===== config.mk =====
export PLATFORM = sky130hd
export DESIGN_NAME = ldo_rail_enable_sequencer
export DESIGN_NICKNAME = d
export VERILOG_FILES = /design/src/rtl/ldo_seq_pkg.sv /design/src/rtl/ldo_rail_enable_sequencer.sv
export VERILOG_INCLUDE_DIRS = /design/src /design/src/rtl
export SDC_FILE = /design/constraint.sdc
export NUM_CORES = 1
export LEC_CHECK = 0
export BUFFER_PORTS_ARGS = -buffer_cell sky130_fd_sc_hd__buf_2
export CORE_UTILIZATION = 45
export DETAILED_ROUTE_END_ITERATION = 8
export GPL_ROUTABILITY_DRIVEN = 1
export PLACE_DENSITY_LB_ADDON = 0.05
export SYNTH_ARGS = -nofsm -noshare
export SYNTH_HDL_FRONTEND = slang
export SYNTH_SLANG_ARGS = --single-unit

===== constraint.sdc =====
create_clock -name clk -period 8.3 [get_ports clk]
set_clock_uncertainty 0.05 [all_clocks]
set_input_delay 0.415 -clock clk [delete_from_list [all_inputs] [get_ports clk]]
set_output_delay 0.415 -clock clk [all_outputs]
set_load 0.03 [all_outputs]

===== src/rtl/ldo_seq_cfg.svh =====
`ifndef LDO_SEQ_CFG_SVH
`define LDO_SEQ_CFG_SVH
// ----------------------------------------
// Register offsets
// ----------------------------------------
`define OFF_GOOD_MASK_MAIN 8'h1C
`define OFF_ENABLE_SOURCE_SELECT 8'h1D
`define OFF_EDGE_DELAY_CONFIG 8'h1E
// ----------------------------------------
// Field positions
// ----------------------------------------
`define SRC_LSB 2
`define SRC_MSB 4
`define RISE_LSB 0
`define RISE_MSB 2
`define FALL_LSB 3
`define FALL_MSB 5
`define OFFT_LSB 6
`define OFFT_MSB 7
`define MASK_COMBINED_BIT 1
`define MASK_SWITCH_B1_BIT 0
// ----------------------------------------
// Timing
// ----------------------------------------
`define CLK_HZ 25000000
`define MS_NS 1000000
`define CLK_NS 40
`define CYCLES_PER_MS (`MS_NS / `CLK_NS)
`define DLY_MS_0 32'd0
`define DLY_MS_1 32'd2
`define DLY_MS_2 32'd4
`define DLY_MS_3 32'd8
`define DLY_MS_4 32'd16
`define DLY_MS_5 32'd24
`define DLY_MS_6 32'd32
`define DLY_MS_7 32'd64
`define OFFT_MS_0 32'd1
`define OFFT_MS_1 32'd5
`define OFFT_MS_2 32'd10
`define OFFT_MS_3 32'd100
`endif


===== src/rtl/ldo_seq_pkg.sv =====
package ldo_seq_pkg;
  typedef enum logic [1:0] {ST_OFF, ST_RISE_WAIT, ST_ON, ST_FALL_WAIT} seq_state_t;
endpackage


===== src/rtl/ldo_rail_enable_sequencer.sv =====
`timescale 1ns/10ps
`include "ldo_seq_cfg.svh"
module ldo_rail_enable_sequencer (
  input wire logic clk, // 25 MHz clock
  input wire logic rst_n, // Synchronous reset
  input wire logic reg_wr, // Register write strobe
  input wire logic [7:0] reg_addr, // Register offset
  input wire logic [7:0] reg_wdata, // Write data
  output logic [7:0] reg_rdata, // Read data
  input wire logic [7:0] otp_mask_main, // Default for mask register
  input wire logic [7:0] otp_source_select, // Default for source register
  input wire logic [7:0] otp_edge_delay, // Default for delay register
  input wire logic [5:0] converter_power_good, // Converters six..one goods
  input wire logic first_switch_rail_power_good, // First switch good
  input wire logic third_ldo_rail_power_good, // Third LDO good
  input wire logic combined_switch_ldo_rail_power_good, // Combined rail good
  input wire logic second_switch_b_rail_power_good, // Switch B1 good
  input wire logic control_pin_one, // Control pin 1
  input wire logic control_pin_two, // Control pin 2
  input wire logic control_pin_three, // Control pin 3
  input wire logic control_pin_four, // Control pin 4
  input wire logic control_pin_five, // Control pin 5
  input wire logic control_pin_six, // Control pin 6
  output logic target_ldo_rail_enable, // Delayed rail enable
  output logic [1:0] shutdown_off_time_field, // Off time code for first LDO
  output logic [31:0] shutdown_off_time_cycles // Off time in clock cycles
);
  // ----------------------------------------
  // Registers
  // ----------------------------------------
  logic [7:0] mask_main_reg;
  logic [7:0] src_sel_reg;
  logic [7:0] delay_reg;
  ldo_seq_pkg::seq_state_t state_reg, state_next;
  logic [31:0] cnt_reg, cnt_next;
  logic en_reg;

  // ----------------------------------------
  // Register decode
  // ----------------------------------------
  wire sel_main = reg_addr == `OFF_GOOD_MASK_MAIN;
  wire sel_src = reg_addr == `OFF_ENABLE_SOURCE_SELECT;
  wire sel_dly = reg_addr == `OFF_EDGE_DELAY_CONFIG;
  wire wr_main = reg_wr & sel_main;
  wire wr_src = reg_wr & sel_src;
  wire wr_dly = reg_wr & sel_dly;

  // Reset loads the one-time-programmable defaults, sampled on the clock edge.
  always_ff @(posedge clk) begin
    if (!rst_n) begin
      mask_main_reg <= otp_mask_main;
    end else if (wr_main) begin
      mask_main_reg <= reg_wdata;
    end
  end

  always_ff @(posedge clk) begin
    if (!rst_n) begin
      src_sel_reg <= otp_source_select;
    end else if (wr_src) begin
      src_sel_reg <= reg_wdata;
    end
  end

  always_ff @(posedge clk) begin
    if (!rst_n) begin
      delay_reg <= otp_edge_delay;
    end else if (wr_dly) begin
      delay_reg <= reg_wdata;
    end
  end

  // Unmapped offsets read as zero so a stray read never aliases a live register.
  assign reg_rdata = sel_main ? mask_main_reg : sel_src ? src_sel_reg :
                     sel_dly ? delay_reg : 8'h00;

  // ----------------------------------------
  // Enable condition
  // ----------------------------------------
  wire [7:0] main_goods = {third_ldo_rail_power_good, first_switch_rail_power_good,
                           converter_power_good};
  wire [7:0] main_included = main_goods | mask_main_reg;
  wire main_ok = &main_included;
  wire combined_rail_good_mask = src_sel_reg[`MASK_COMBINED_BIT];
  wire switch_b1_good_mask = src_sel_reg[`MASK_SWITCH_B1_BIT];
  wire second_ok = (combined_switch_ldo_rail_power_good | combined_rail_good_mask) &
                   (second_switch_b_rail_power_good | switch_b1_good_mask);
  wire [2:0] enable_source_field = src_sel_reg[`SRC_MSB:`SRC_LSB];
  logic source_on;
  always_comb begin
    case (enable_source_field)
      3'h0: source_on = control_pin_one;
      3'h1: source_on = control_pin_two;
      3'h2: source_on = control_pin_five;
      3'h3: source_on = control_pin_four;
      3'h4: source_on = control_pin_three;
      3'h5: source_on = control_pin_three & control_pin_four;
      3'h6: source_on = control_pin_six;
      default: source_on = 1'b1;
    endcase
  end
  wire enable_req = source_on & main_ok & second_ok;

  // ----------------------------------------
  // Edge delays
  // ----------------------------------------
  wire [2:0] rise_delay_field = delay_reg[`RISE_MSB:`RISE_LSB];
  wire [2:0] fall_delay_field = delay_reg[`FALL_MSB:`FALL_LSB];
  logic [31:0] rise_cycles;
  logic [31:0] fall_cycles;

  // Rise and fall share one decoder table, so the two edges cannot drift apart.
  delay_code_decoder #(
    .CODE_W(3)
  ) rise_decoder_inst (
    .code(rise_delay_field),
    .cycles(rise_cycles)
  );
  delay_code_decoder #(
    .CODE_W(3)
  ) fall_decoder_inst (
    .code(fall_delay_field),
    .cycles(fall_cycles)
  );

  // ----------------------------------------
  // Sequencer
  // ----------------------------------------
  // A request that drops during the rise delay, or returns during the fall delay, abandons that delay,
  // so glitches on the pin do not toggle the rail.
  always_comb begin
    state_next = state_reg;
    cnt_next = cnt_reg;
    case (state_reg)
      ldo_seq_pkg::ST_OFF: begin
        if (enable_req) begin
          state_next = ldo_seq_pkg::ST_RISE_WAIT;
          cnt_next = 32'd0;
        end
      end
      ldo_seq_pkg::ST_RISE_WAIT: begin
        if (!enable_req) state_next = ldo_seq_pkg::ST_OFF;
        else if (cnt_reg >= rise_cycles) state_next = ldo_seq_pkg::ST_ON;
        else cnt_next = cnt_reg + 32'd1;
      end
      ldo_seq_pkg::ST_ON: begin
        if (!enable_req) begin
          state_next = ldo_seq_pkg::ST_FALL_WAIT;
          cnt_next = 32'd0;
        end
      end
      ldo_seq_pkg::ST_FALL_WAIT: begin
        if (enable_req) state_next = ldo_seq_pkg::ST_ON;
        else if (cnt_reg >= fall_cycles) state_next = ldo_seq_pkg::ST_OFF;
        else cnt_next = cnt_reg + 32'd1;
      end
      default: state_next = ldo_seq_pkg::ST_OFF;
    endcase
  end

  always_ff @(posedge clk) begin
    if (!rst_n) begin
      state_reg <= ldo_seq_pkg::ST_OFF;
      cnt_reg <= 32'd0;
      en_reg <= 1'b0;
    end else begin
      state_reg <= state_next;
      cnt_reg <= cnt_next;
      en_reg <= (state_next == ldo_seq_pkg::ST_ON) ||
                (state_next == ldo_seq_pkg::ST_FALL_WAIT);
    end
  end
  assign target_ldo_rail_enable = en_reg;

  // ----------------------------------------
  // Shutdown off time
  // ----------------------------------------
  // The off time is only exported; the shutdown sequencer that times it sits elsewhere.
  assign shutdown_off_time_field = delay_reg[`OFFT_MSB:`OFFT_LSB];
  always_comb begin
    case (shutdown_off_time_field)
      2'h0: shutdown_off_time_cycles = `OFFT_MS_0 * `CYCLES_PER_MS;
      2'h1: shutdown_off_time_cycles = `OFFT_MS_1 * `CYCLES_PER_MS;
      2'h2: shutdown_off_time_cycles = `OFFT_MS_2 * `CYCLES_PER_MS;
      default: shutdown_off_time_cycles = `OFFT_MS_3 * `CYCLES_PER_MS;
    endcase
  end
endmodule // ldo_rail_enable_sequencer

// ----------------------------------------
// Delay code decoder
// ----------------------------------------
module delay_code_decoder #(
  parameter int CODE_W = 3 // Width of a delay code
) (
  input wire logic [CODE_W-1:0] code, // Delay code from the register
  output logic [31:0] cycles // Delay length in clock cycles
);
  logic [31:0] ms;

  // A 32-bit product covers the longest delay of 64 ms with room to spare.
  always_comb begin
    case (code)
      3'h0: ms = `DLY_MS_0;
      3'h1: ms = `DLY_MS_1;
      3'h2: ms = `DLY_MS_2;
      3'h3: ms = `DLY_MS_3;
      3'h4: ms = `DLY_MS_4;
      3'h5: ms = `DLY_MS_5;
      3'h6: ms = `DLY_MS_6;
      default: ms = `DLY_MS_7;
    endcase
    cycles = ms * `CYCLES_PER_MS;
  end
endmodule // delay_code_decoder


==> results of run 1 <==
==> per-layer routing <==
layer,global-route usage,vias to the layer above
li1,-,2597
met1,0.2621,2318
met2,0.3570,95
met3,0.03716,24
met4,0.07120,0
met5,0,-
==> area by class of cell <==
type / instances / area, sq um / share of cell area
clock inverter: 6 / 68.82 / 0.009975
inverter: 80 / 300.3 / 0.04353
multi-input combinational: 541 / 4183 / 0.6063
tap: 176 / 220.2 / 0.03192
clock buffer: 10 / 250.2 / 0.03627
sequential: 59 / 1421 / 0.2060
timing repair buffer: 89 / 455.4 / 0.06601
==> worst reg2reg max path, delay by kind of cell, from the launching register on <==
family | cells | cell delay (ps)
buffers and inverters | 4 | 470
AOI/OAI and AO/OA | 13 | 2500
DFF | 1 | 480
adders and majority gates | 7 | 2030
and+or+nand+nor | 5 | 1400
==> path summary, 6_finish.rpt <==
| check | endpoint | cells past startpoint |
|---|---|---|
| max | cnt_reg[21] | 29 |
| min | delay_reg[0] | 3 |
| max reg2reg | cnt_reg[21] | 29 |
| min reg2reg | cnt_reg[22] | 1 |
==> report_power, final <==
part           internal (W)  switching, W
logic              0.000151      0.000227
clock network      0.000253      0.000142
registers          0.000316     0.0000119
==> through the flow <==
step	worst slack [ps]	cell area (sq um)	total power, W	hold slack, ps
global route	676.0	6899	0.001177	367.4
floorplan	2040	6171	0.0006184	380.9
CTS	1230	6899	0.001112	337.3
global placement	1507	6580	0.0007087	404.0
finish	1297	6899	0.001101	343.7
detailed placement	1277	6580	0.0007121	409.6
==> kinds of logic after synthesis <==
family | Yosys count | synth area share
compound gates | 150 | 0.1510
xor+xnor | 31 | 0.04446
fa+ha+maj | 145 | 0.3069
buf+inv | 124 | 0.09281
flops | 59 | 0.2327
mux | 12 | 0.01967
other cells | 1 | 0.0006140
simple gates | 185 | 0.1518
==> cell usage in the layout (no fill, tap or decap), drive strengths merged, types with 5 or more instances in the layout <==
master and instances:
a21o 10, a21oi 42, a31oi 5, and2 13
and3 5, buf 89, clkbuf 10, conb 18
dfxtp 35, edfxtp 24, fa 8, ha 137
inv 83, mux2i 12, nand2 36, nand3 13
nand4 6, nor2 56, nor2b 7, nor3 16
o2111ai 6, o211ai 6, o21ai 57, o22ai 5
o31ai 6, or3 9, or4 5, xnor2 17
xor2 14
==> impl_metrics.ini, run 1 <==
[status]
status = completed

[clock_network]
insertion_delay_ps = 340
h-tree-depth = 3
cts_num_sinks = 59
tritoncts = built
clkSlewWorstSetupHoldPaths_ps = 60
postCtsHoldBufs = 0
max-clock-path-buffers = 2
ctsResizeCount = 0
post_cts_buffers = 0
numCtsBuffers = 9
cts-root-buf = clkbuf_16

[floorplanning]
die_y_um = 118.5
coreArea_sq_um = 13240
io_pins = 102
initial_utilization = 0.4612
placementRows = 42
die_area_sq_um = 14040
die_x_um = 118.5

[worst_setup_path]
worstPathMaxFanout = 13
worst_path_max_delay_cell = or4_1
cp_num_buf_inv = 4
endpoint_kind = flip-flop
rrSetupSlack_ps = 1300
critPathLaunchType = flip-flop
timing.rr.start = delay_reg[2]
critPathLaunch = delay_reg[2]
critical_path.top_delay_family = compound AO/OA/AOI/OAI gates
arrival_ps = 7220
critPathMostFrequentCell = ha_1
crit_type = flip-flop to flip-flop
critPathRequiredTime_ps = 8520
max_stage_delay_ps = 600

[cells_and_area]
drive_gt1_frac = 0.1529
finalNetCount = 984
utilization = 0.5210
largest_reg_flops = 32
synthToLayoutAreaGrowth_pct = 12.97
fill_cells = 1282
layout.cells.non_filler = 961
diodes = 0

[drt]
dr_wl_met3_um = 441
wl_met2_mm = 6.718
drc = 0
ant_nets = 0
wl_per_cell_um = 14.57
viasPerCell = 5.238
routed.top_layer = met4
vias = 5034
wirelength_mm = 14.01
dr.pass1.iters = 4
drt_iter0_drc = 152
wl_met1_mm = 6.587

[global_route]
grt_max_degree = 42
grt_usage = 0.2081
grt_pass1_vias = 4912
overflow = 0
grt_pass1_wl_mm = 23.14
antenna_found_initial = 0

[synthesis]
synth_seq_area_share = 0.2327
yosysWarnings = 0
synth-edff-count = 24
async_flop_share = 0
synth_area_leaders = ha_1 (28%), edfxtp_1 (12%), dfxtp_1 (11%)
synth_cell_type_count = 55
synthTopCellsByCount = ha_1 (137), inv_1 (80), nor2_1 (56)
synth_most_common_cell = ha_1
synth_largest_area_cell = ha_1
syn_inst = 707
syn_area_sq_um = 6107
syn_avg_cell_area_sq_um = 8.638
ys_ff_latch = 59
synth_ff_type = dfxtp_1
synth_top_area_frac = 0.2807

[sta]
rsz0062_at_grt = no
hold_viol_final = 0
max_freq_mhz = 142.8
post-route-period-util = 0.8437
setup_viol_count_final = 0
slew_headroom = 0.5591
tns_ps = 0
worst_pin_slew_ps = 654.4
layout_min_cycle_time_ps = 7003
slew_violations = 0

[placement]
io_buffers = 85
dp_hpwl_mm = 11.85
placedCellCount = 945
place_congestion = 0.8951

[hold_path]
worst_hold_path_type = primary input to flip-flop
min-delay-start = reg_wdata[0]

[power_and_ir_drop]
leakage_nw = 3.525
powerDensity_nw_per_um2 = 159.6
ir_drop_uv = 124.4

[flow_run]
max_cap_viol_count = 0
(Power assumes the default switching activity.)
==> run 2: changes to the inputs <==
--- a/config.mk
+++ b/config.mk
@@ -6,6 +6,7 @@
 export SDC_FILE = /design/constraint.sdc
 export NUM_CORES = 1
 export LEC_CHECK = 0
+export ABC_AREA = 1
 export BUFFER_PORTS_ARGS = -buffer_cell sky130_fd_sc_hd__buf_2
 export CORE_UTILIZATION = 45
 export DETAILED_ROUTE_END_ITERATION = 8
==> constraint.sdc (replaced) <==
create_clock -name clk -period 7 [get_ports clk]
set_clock_uncertainty 0.05 [all_clocks]
set_input_delay 0.35 -clock clk [delete_from_list [all_inputs] [get_ports clk]]
set_output_delay 0.35 -clock clk [all_outputs]
set_load 0.03 [all_outputs]
==> run 2 against run 1 <==
Against the previous run:
- total power up 17%
- final cell count up 21%
- sequential power up 18%
- register-to-register slack worse by 560 ps
- critical path depth down 2
- setup slack worse by 560 ps
- utilization up 0.18 points
- routed wire length up 21%
- final area up 6.8%
- first-iteration DRC count up 140%
- critical path type unchanged
- critical endpoint is now cnt_reg[2]
- largest cell class unchanged
- largest power group unchanged
==> impl_metrics.ini, run 2 <==
[placement]
place_congestion = 0.8671
dp_hpwl_mm = 13.54
io_buffers = 85
placedCellCount = 1151

[synthesis]
syn_inst = 910
async_flop_share = 0
syn_avg_cell_area_sq_um = 7.279
synth_seq_area_share = 0.2146
ys_ff_latch = 59
synth_cell_type_count = 40
synth_ff_type = dfxtp_1
syn_area_sq_um = 6624
synthTopCellsByCount = nand2_1 (223), ha_1 (137), nor2_1 (117)
yosysWarnings = 0
synth_top_area_frac = 0.2588
synth_most_common_cell = nand2_1
synth-edff-count = 24
synth_area_leaders = ha_1 (26%), nand2_1 (13%), edfxtp_1 (11%)
synth_largest_area_cell = ha_1

[clock_network]
insertion_delay_ps = 350
tritoncts = built
h-tree-depth = 3
cts-root-buf = clkbuf_16
post_cts_buffers = 0
ctsResizeCount = 0
cts_num_sinks = 59
postCtsHoldBufs = 0
numCtsBuffers = 9
max-clock-path-buffers = 2
clkSlewWorstSetupHoldPaths_ps = 60

[drt]
viasPerCell = 5.081
vias = 5929
ant_nets = 0
wl_per_cell_um = 14.57
drc = 0
wirelength_mm = 17.01
dr.pass1.iters = 5
drt_iter0_drc = 363

[sta]
slew_headroom = 0.2707
worst_pin_slew_ps = 1084
post-route-period-util = 0.8944
slew_violations = 0
setup_viol_count_final = 0
rsz0062_at_grt = no
hold_viol_final = 0
layout_min_cycle_time_ps = 6261
max_freq_mhz = 159.7
tns_ps = 0

[status]
status = completed

[worst_setup_path]
arrival_ps = 6400
max_stage_delay_ps = 510
critPathLaunchType = flip-flop
endpoint_kind = flip-flop
worst_path_max_delay_cell = nor3_1
worstPathMaxFanout = 32
critPathRequiredTime_ps = 7130
crit_type = flip-flop to flip-flop

[cells_and_area]
multiInputGateArea_sq_um = 4643
fill_cells = 1456
finalNetCount = 1186
final_common_cell = nand2_1
synthToLayoutAreaGrowth_pct = 11.26
seq_area_sq_um = 1421
final_cell_mix = nand2_1 (223), ha_1 (137), nor2_1 (117)
diodes = 0
layout.cells.non_filler = 1167
drive_gt1_frac = 0.1175
largest_reg_flops = 32

[global_route]
grt_usage = 0.2317
grt_max_degree = 56
antenna_found_initial = 0
overflow = 0
grt_pass1_vias = 5382
grt_pass1_wl_mm = 26.90

[hold_path]
worst_hold_path_type = primary input to flip-flop

[floorplanning]
placementRows = 43
die_y_um = 123.3
io_pins = 102
initial_utilization = 0.4699
die_area_sq_um = 15210
die_x_um = 123.3
coreArea_sq_um = 14100

[power_and_ir_drop]
leakage_nw = 3.690
powerDensity_nw_per_um2 = 175.1
ir_drop_uv = 117.4

[flow_run]
max_cap_viol_count = 0
## run 2: cell count changes in the layout (fill, tap and decap cells not counted), moves of 5 or more
cell,delta
nand3_1,+42
or4_1,-5
o22ai_1,-5
o21ai_0,-36
nor2_1,+61
nor2b_1,-7
a21oi_1,+11
nand2_1,+187
mux2i_1,-12
and2_1,-11
xor2_1,+7
inv_1,+7
o31ai_1,-6
or3_1,-7
## run 2: path summary, 6_finish.rpt
check                                  startpoint      endpoint  slack (ps)  cells after the start
worst max-delay path                 delay_reg[0]    cnt_reg[2]         740                     27
worst min-delay path            otp_edge_delay[3]  delay_reg[3]         210                      3
worst max register to register       delay_reg[0]    cnt_reg[2]         740                     27
worst min register to register        cnt_reg[26]   cnt_reg[26]         390                      2
## run 2: layout make-up
cell class	count	share of cell area
flip-flops and latches	59	0.1929
repair buffers	87	0.05976
clock inverters	7	0.01036
well taps	180	0.03056
inverters	90	0.04584
clock buffers	9	0.03056
multi-input cells	735	0.6301
## run 2: per-stage QoR
step                cell area [sq um]  hold slack, ps  worst slack (ps)  utilization  total power (W)
finish                           7370           214.0             739.4       0.5228         0.001290
global route                     7370           224.4             249.7       0.5228         0.001385
global placement                 7068           378.9             896.0       0.5014        0.0008461
CTS                              7370           204.1             795.0       0.5228         0.001307
detailed placement               7068           379.9             789.2       0.5014        0.0008453
floorplan                        6688           366.9              1809            -        0.0007404
## run 2: report_power, final
part           leakage (nW)  switching, W  internal (W)
clock network         0.142      0.000177      0.000277
registers             0.516     0.0000114      0.000375
logic                  3.03      0.000284      0.000167
total                  3.69      0.000472      0.000818
## run 2: routing by layer
metal  share of wire  wire [um]  track usage  vias to the layer above
met5               0          0            0                        -
met1            0.49       8255       0.3167                     2669
met3           0.037        628      0.03275                       20
met4           0.016        267      0.07681                        0
li1                -          -            -                     3122
met2            0.46       7857       0.3729                      118
## run 2: logic make-up after synthesis
logic type,share of synthesized area
AOI/OAI and AO/OA,0.08576
buffers and inverters,0.09407
and+or+nand+nor,0.2758
adders and majority gates,0.2830
DFF,0.2146
other,0.0005661
xor gates and xnor gates,0.04628
## run 2: critical path, delay by kind of cell (launching register included)
family          cells  cell delay (ps)
fa+ha+maj           7             2170
simple gates       12             2050
compound gates      6             1120
flops               1              480
buf+inv             2              200
==> run 3: changes to the inputs <==
==> constraint.sdc (replaced) <==
create_clock -name clk -period 5.2 [get_ports clk]
set_clock_uncertainty 0.05 [all_clocks]
set_input_delay 0.26 -clock clk [delete_from_list [all_inputs] [get_ports clk]]
set_output_delay 0.26 -clock clk [all_outputs]
set_load 0.03 [all_outputs]
==> run 3 against run 2 <==
Against the previous run:
- the run now ends with setup timing left
- sequential cell count is the same
- highest routed layer unchanged
- sequential power grew 35%
- routed wire length grew 13%
- global-route usage grew 1.8 points
- combinational power grew 75%
- utilization grew 9.1 points
- maximum frequency grew 19%
==> impl_metrics.ini, run 3 (same netlist as run 2, synthesis figures left out) <==
[sta]
post-route-period-util = 1.008
worst_pin_slew_ps = 1134
tns_ps = -293.7
slew_violations = 0
worst_slack_ps = -39.89
slew_headroom = 0.2442
max_freq_mhz = 190.8
rsz0062_at_grt = yes
hold_viol_final = 0
whs_ps = 128.4
layout_min_cycle_time_ps = 5240
setup_viol_count_final = 16

[drt]
vias = 6433
dr.pass1.iters = 5
ant_nets = 0
viasPerCell = 5.106
wirelength_mm = 19.15
wl_per_cell_um = 15.19
drt_iter0_drc = 300
drc = 0

[power_and_ir_drop]
power.switching_w = 0.0006896
power.internal_w = 0.001285
pwr-share-comb = 0.400
leakage_nw = 4.202
powerDensity_nw_per_um2 = 228.4
switching_share = 0.3492
power_frac_clock = 0.336
ir_drop_uv = 164.2
seq_power_share = 0.264

[hold_path]
min_to = mask_main_reg[3]
min-delay-start = otp_mask_main[3]
min_path_cells = 3
worst_hold_path_type = primary input to flip-flop

[worst_setup_path]
rrSetupSlack_ps = -40
reg2reg_depth = 27
arrival_ps = 5360
critPathLaunchType = flip-flop
cp_num_buf_inv = 5
critPathMostFrequentCell = nand2_1
worstPathMaxFanout = 8
crit_type = flip-flop to flip-flop
worst_path_max_delay_cell = edfxtp_1
max_stage_delay_ps = 520
timing.rr.start = delay_reg[2]
critical_path.top_delay_family = adder cells
critPathLaunch = delay_reg[2]
critPathRequiredTime_ps = 5320
worst_r2r_endpoint = cnt_reg[21]
endpoint_kind = flip-flop

[clock_network]
h-tree-depth = 3
cts_num_sinks = 59
max-clock-path-buffers = 2
insertion_delay_ps = 340
postCtsHoldBufs = 0
clkSlewWorstSetupHoldPaths_ps = 60
numCtsBuffers = 9
tritoncts = built
cts-root-buf = clkbuf_16

[global_route]
grt_pass1_vias = 5759
grt_usage = 0.2493
overflow = 0
grt_max_degree = 56
antenna_found_initial = 0
grt_pass1_wl_mm = 28.71

[placement]
io_buffers = 85
postPlaceCellArea_sq_um = 7481
placedCellCount = 1206
dp_hpwl_mm = 13.97
post-place-ws_ps = -366.4
place_congestion = 0.8613

[floorplanning]
io_pins = 102
initial_utilization = 0.4699
coreArea_sq_um = 14100
die_y_um = 123.3
die_area_sq_um = 15210
die_x_um = 123.3
placementRows = 43

[flow_run]
max_cap_viol_count = 0

[cells_and_area]
layout.cells.non_filler = 1260
final_common_cell = nand2_1
fill_cells = 1309
finalNetCount = 1279
stdcell_area_sq_um = 8647
largest_reg_flops = 32
final_cell_mix = nand2_1 (197), ha_1 (124), nor2_1 (110)
synthToLayoutAreaGrowth_pct = 30.54
drive_gt1_frac = 0.2750
diodes = 0

[status]
violations = setup timing
status = complete, but fails checks
## run 3: cell count changes in the layout (fill, tap and decap cells not counted), sizes merged
cell / previous run / this run
clkbuf: 9 / 14
buf: 87 / 177
clkinv: 4 / 1
nand2: 226 / 229
clkinvlp: 2 / 0
## run 3: metal layers
layer | GRT usage | vias up | part of all wire
li1 | - | 3313 | -
met3 | 0.04151 | 17 | 0.039
met1 | 0.3423 | 2960 | 0.47
met5 | 0 | - | 0
met4 | 0.06627 | 0 | 0.012
met2 | 0.4022 | 143 | 0.48
## run 3: repair_timing
action                     4_1_cts  5_1_grt
gates resized for setup         21       99
gates cloned                     3        1
pin swaps                       13       46
buffers inserted                30        7
setup endpoints to repair       35       35
## run 3: how the worst max path moves through the flow
stage / to / slack [ps] / cells past startpoint
2_1_floorplan: cnt_reg[31] / 9 / 28
3_3_place_gp: cnt_reg[15] / -320 / 28
3_5_place_dp: cnt_reg[6] / -370 / 28
4_1_cts: cnt_reg[11] / 5 / 31
5_1_grt: cnt_reg[18] / -300 / 30
6_report: cnt_reg[21] / -40 / 27
## run 3: cell type report
class	count	area [sq um]	share of cell area
Clock inverter	2	36.28	0.004196
Sequential cell	59	1421	0.1644
Tap cell	180	225.2	0.02605
Timing Repair Buffer	177	1192	0.1379
Clock buffer	14	296.5	0.03429
Multi-Input combinational cell	738	5135	0.5938
Inverter	90	340.3	0.03936
## run 3: worst min-delay path: cells and delay by family
family / cells / cell delay [ps]
buffers and inverters: 1 / 70
AND/OR/NAND/NOR: 2 / 80
## run 3: metrics by stage
stage                     total power [W]  utilization
after floorplan                 0.0009967            -
after global placement           0.001207       0.5307
after detailed placement         0.001208       0.5307
after CTS                        0.001911       0.5790
after global routing             0.002105       0.6134
final                            0.001975       0.6134
## run 3: power by group through the flow
stage               Combinational, W  Sequential, W  Clock [W]
floorplan                   0.000473       0.000524          0
global placement            0.000679       0.000528          0
detailed placement          0.000679       0.000528          0
CTS                         0.000717       0.000520   0.000674
global route                0.000886       0.000524   0.000695
finish                      0.000789       0.000522   0.000663
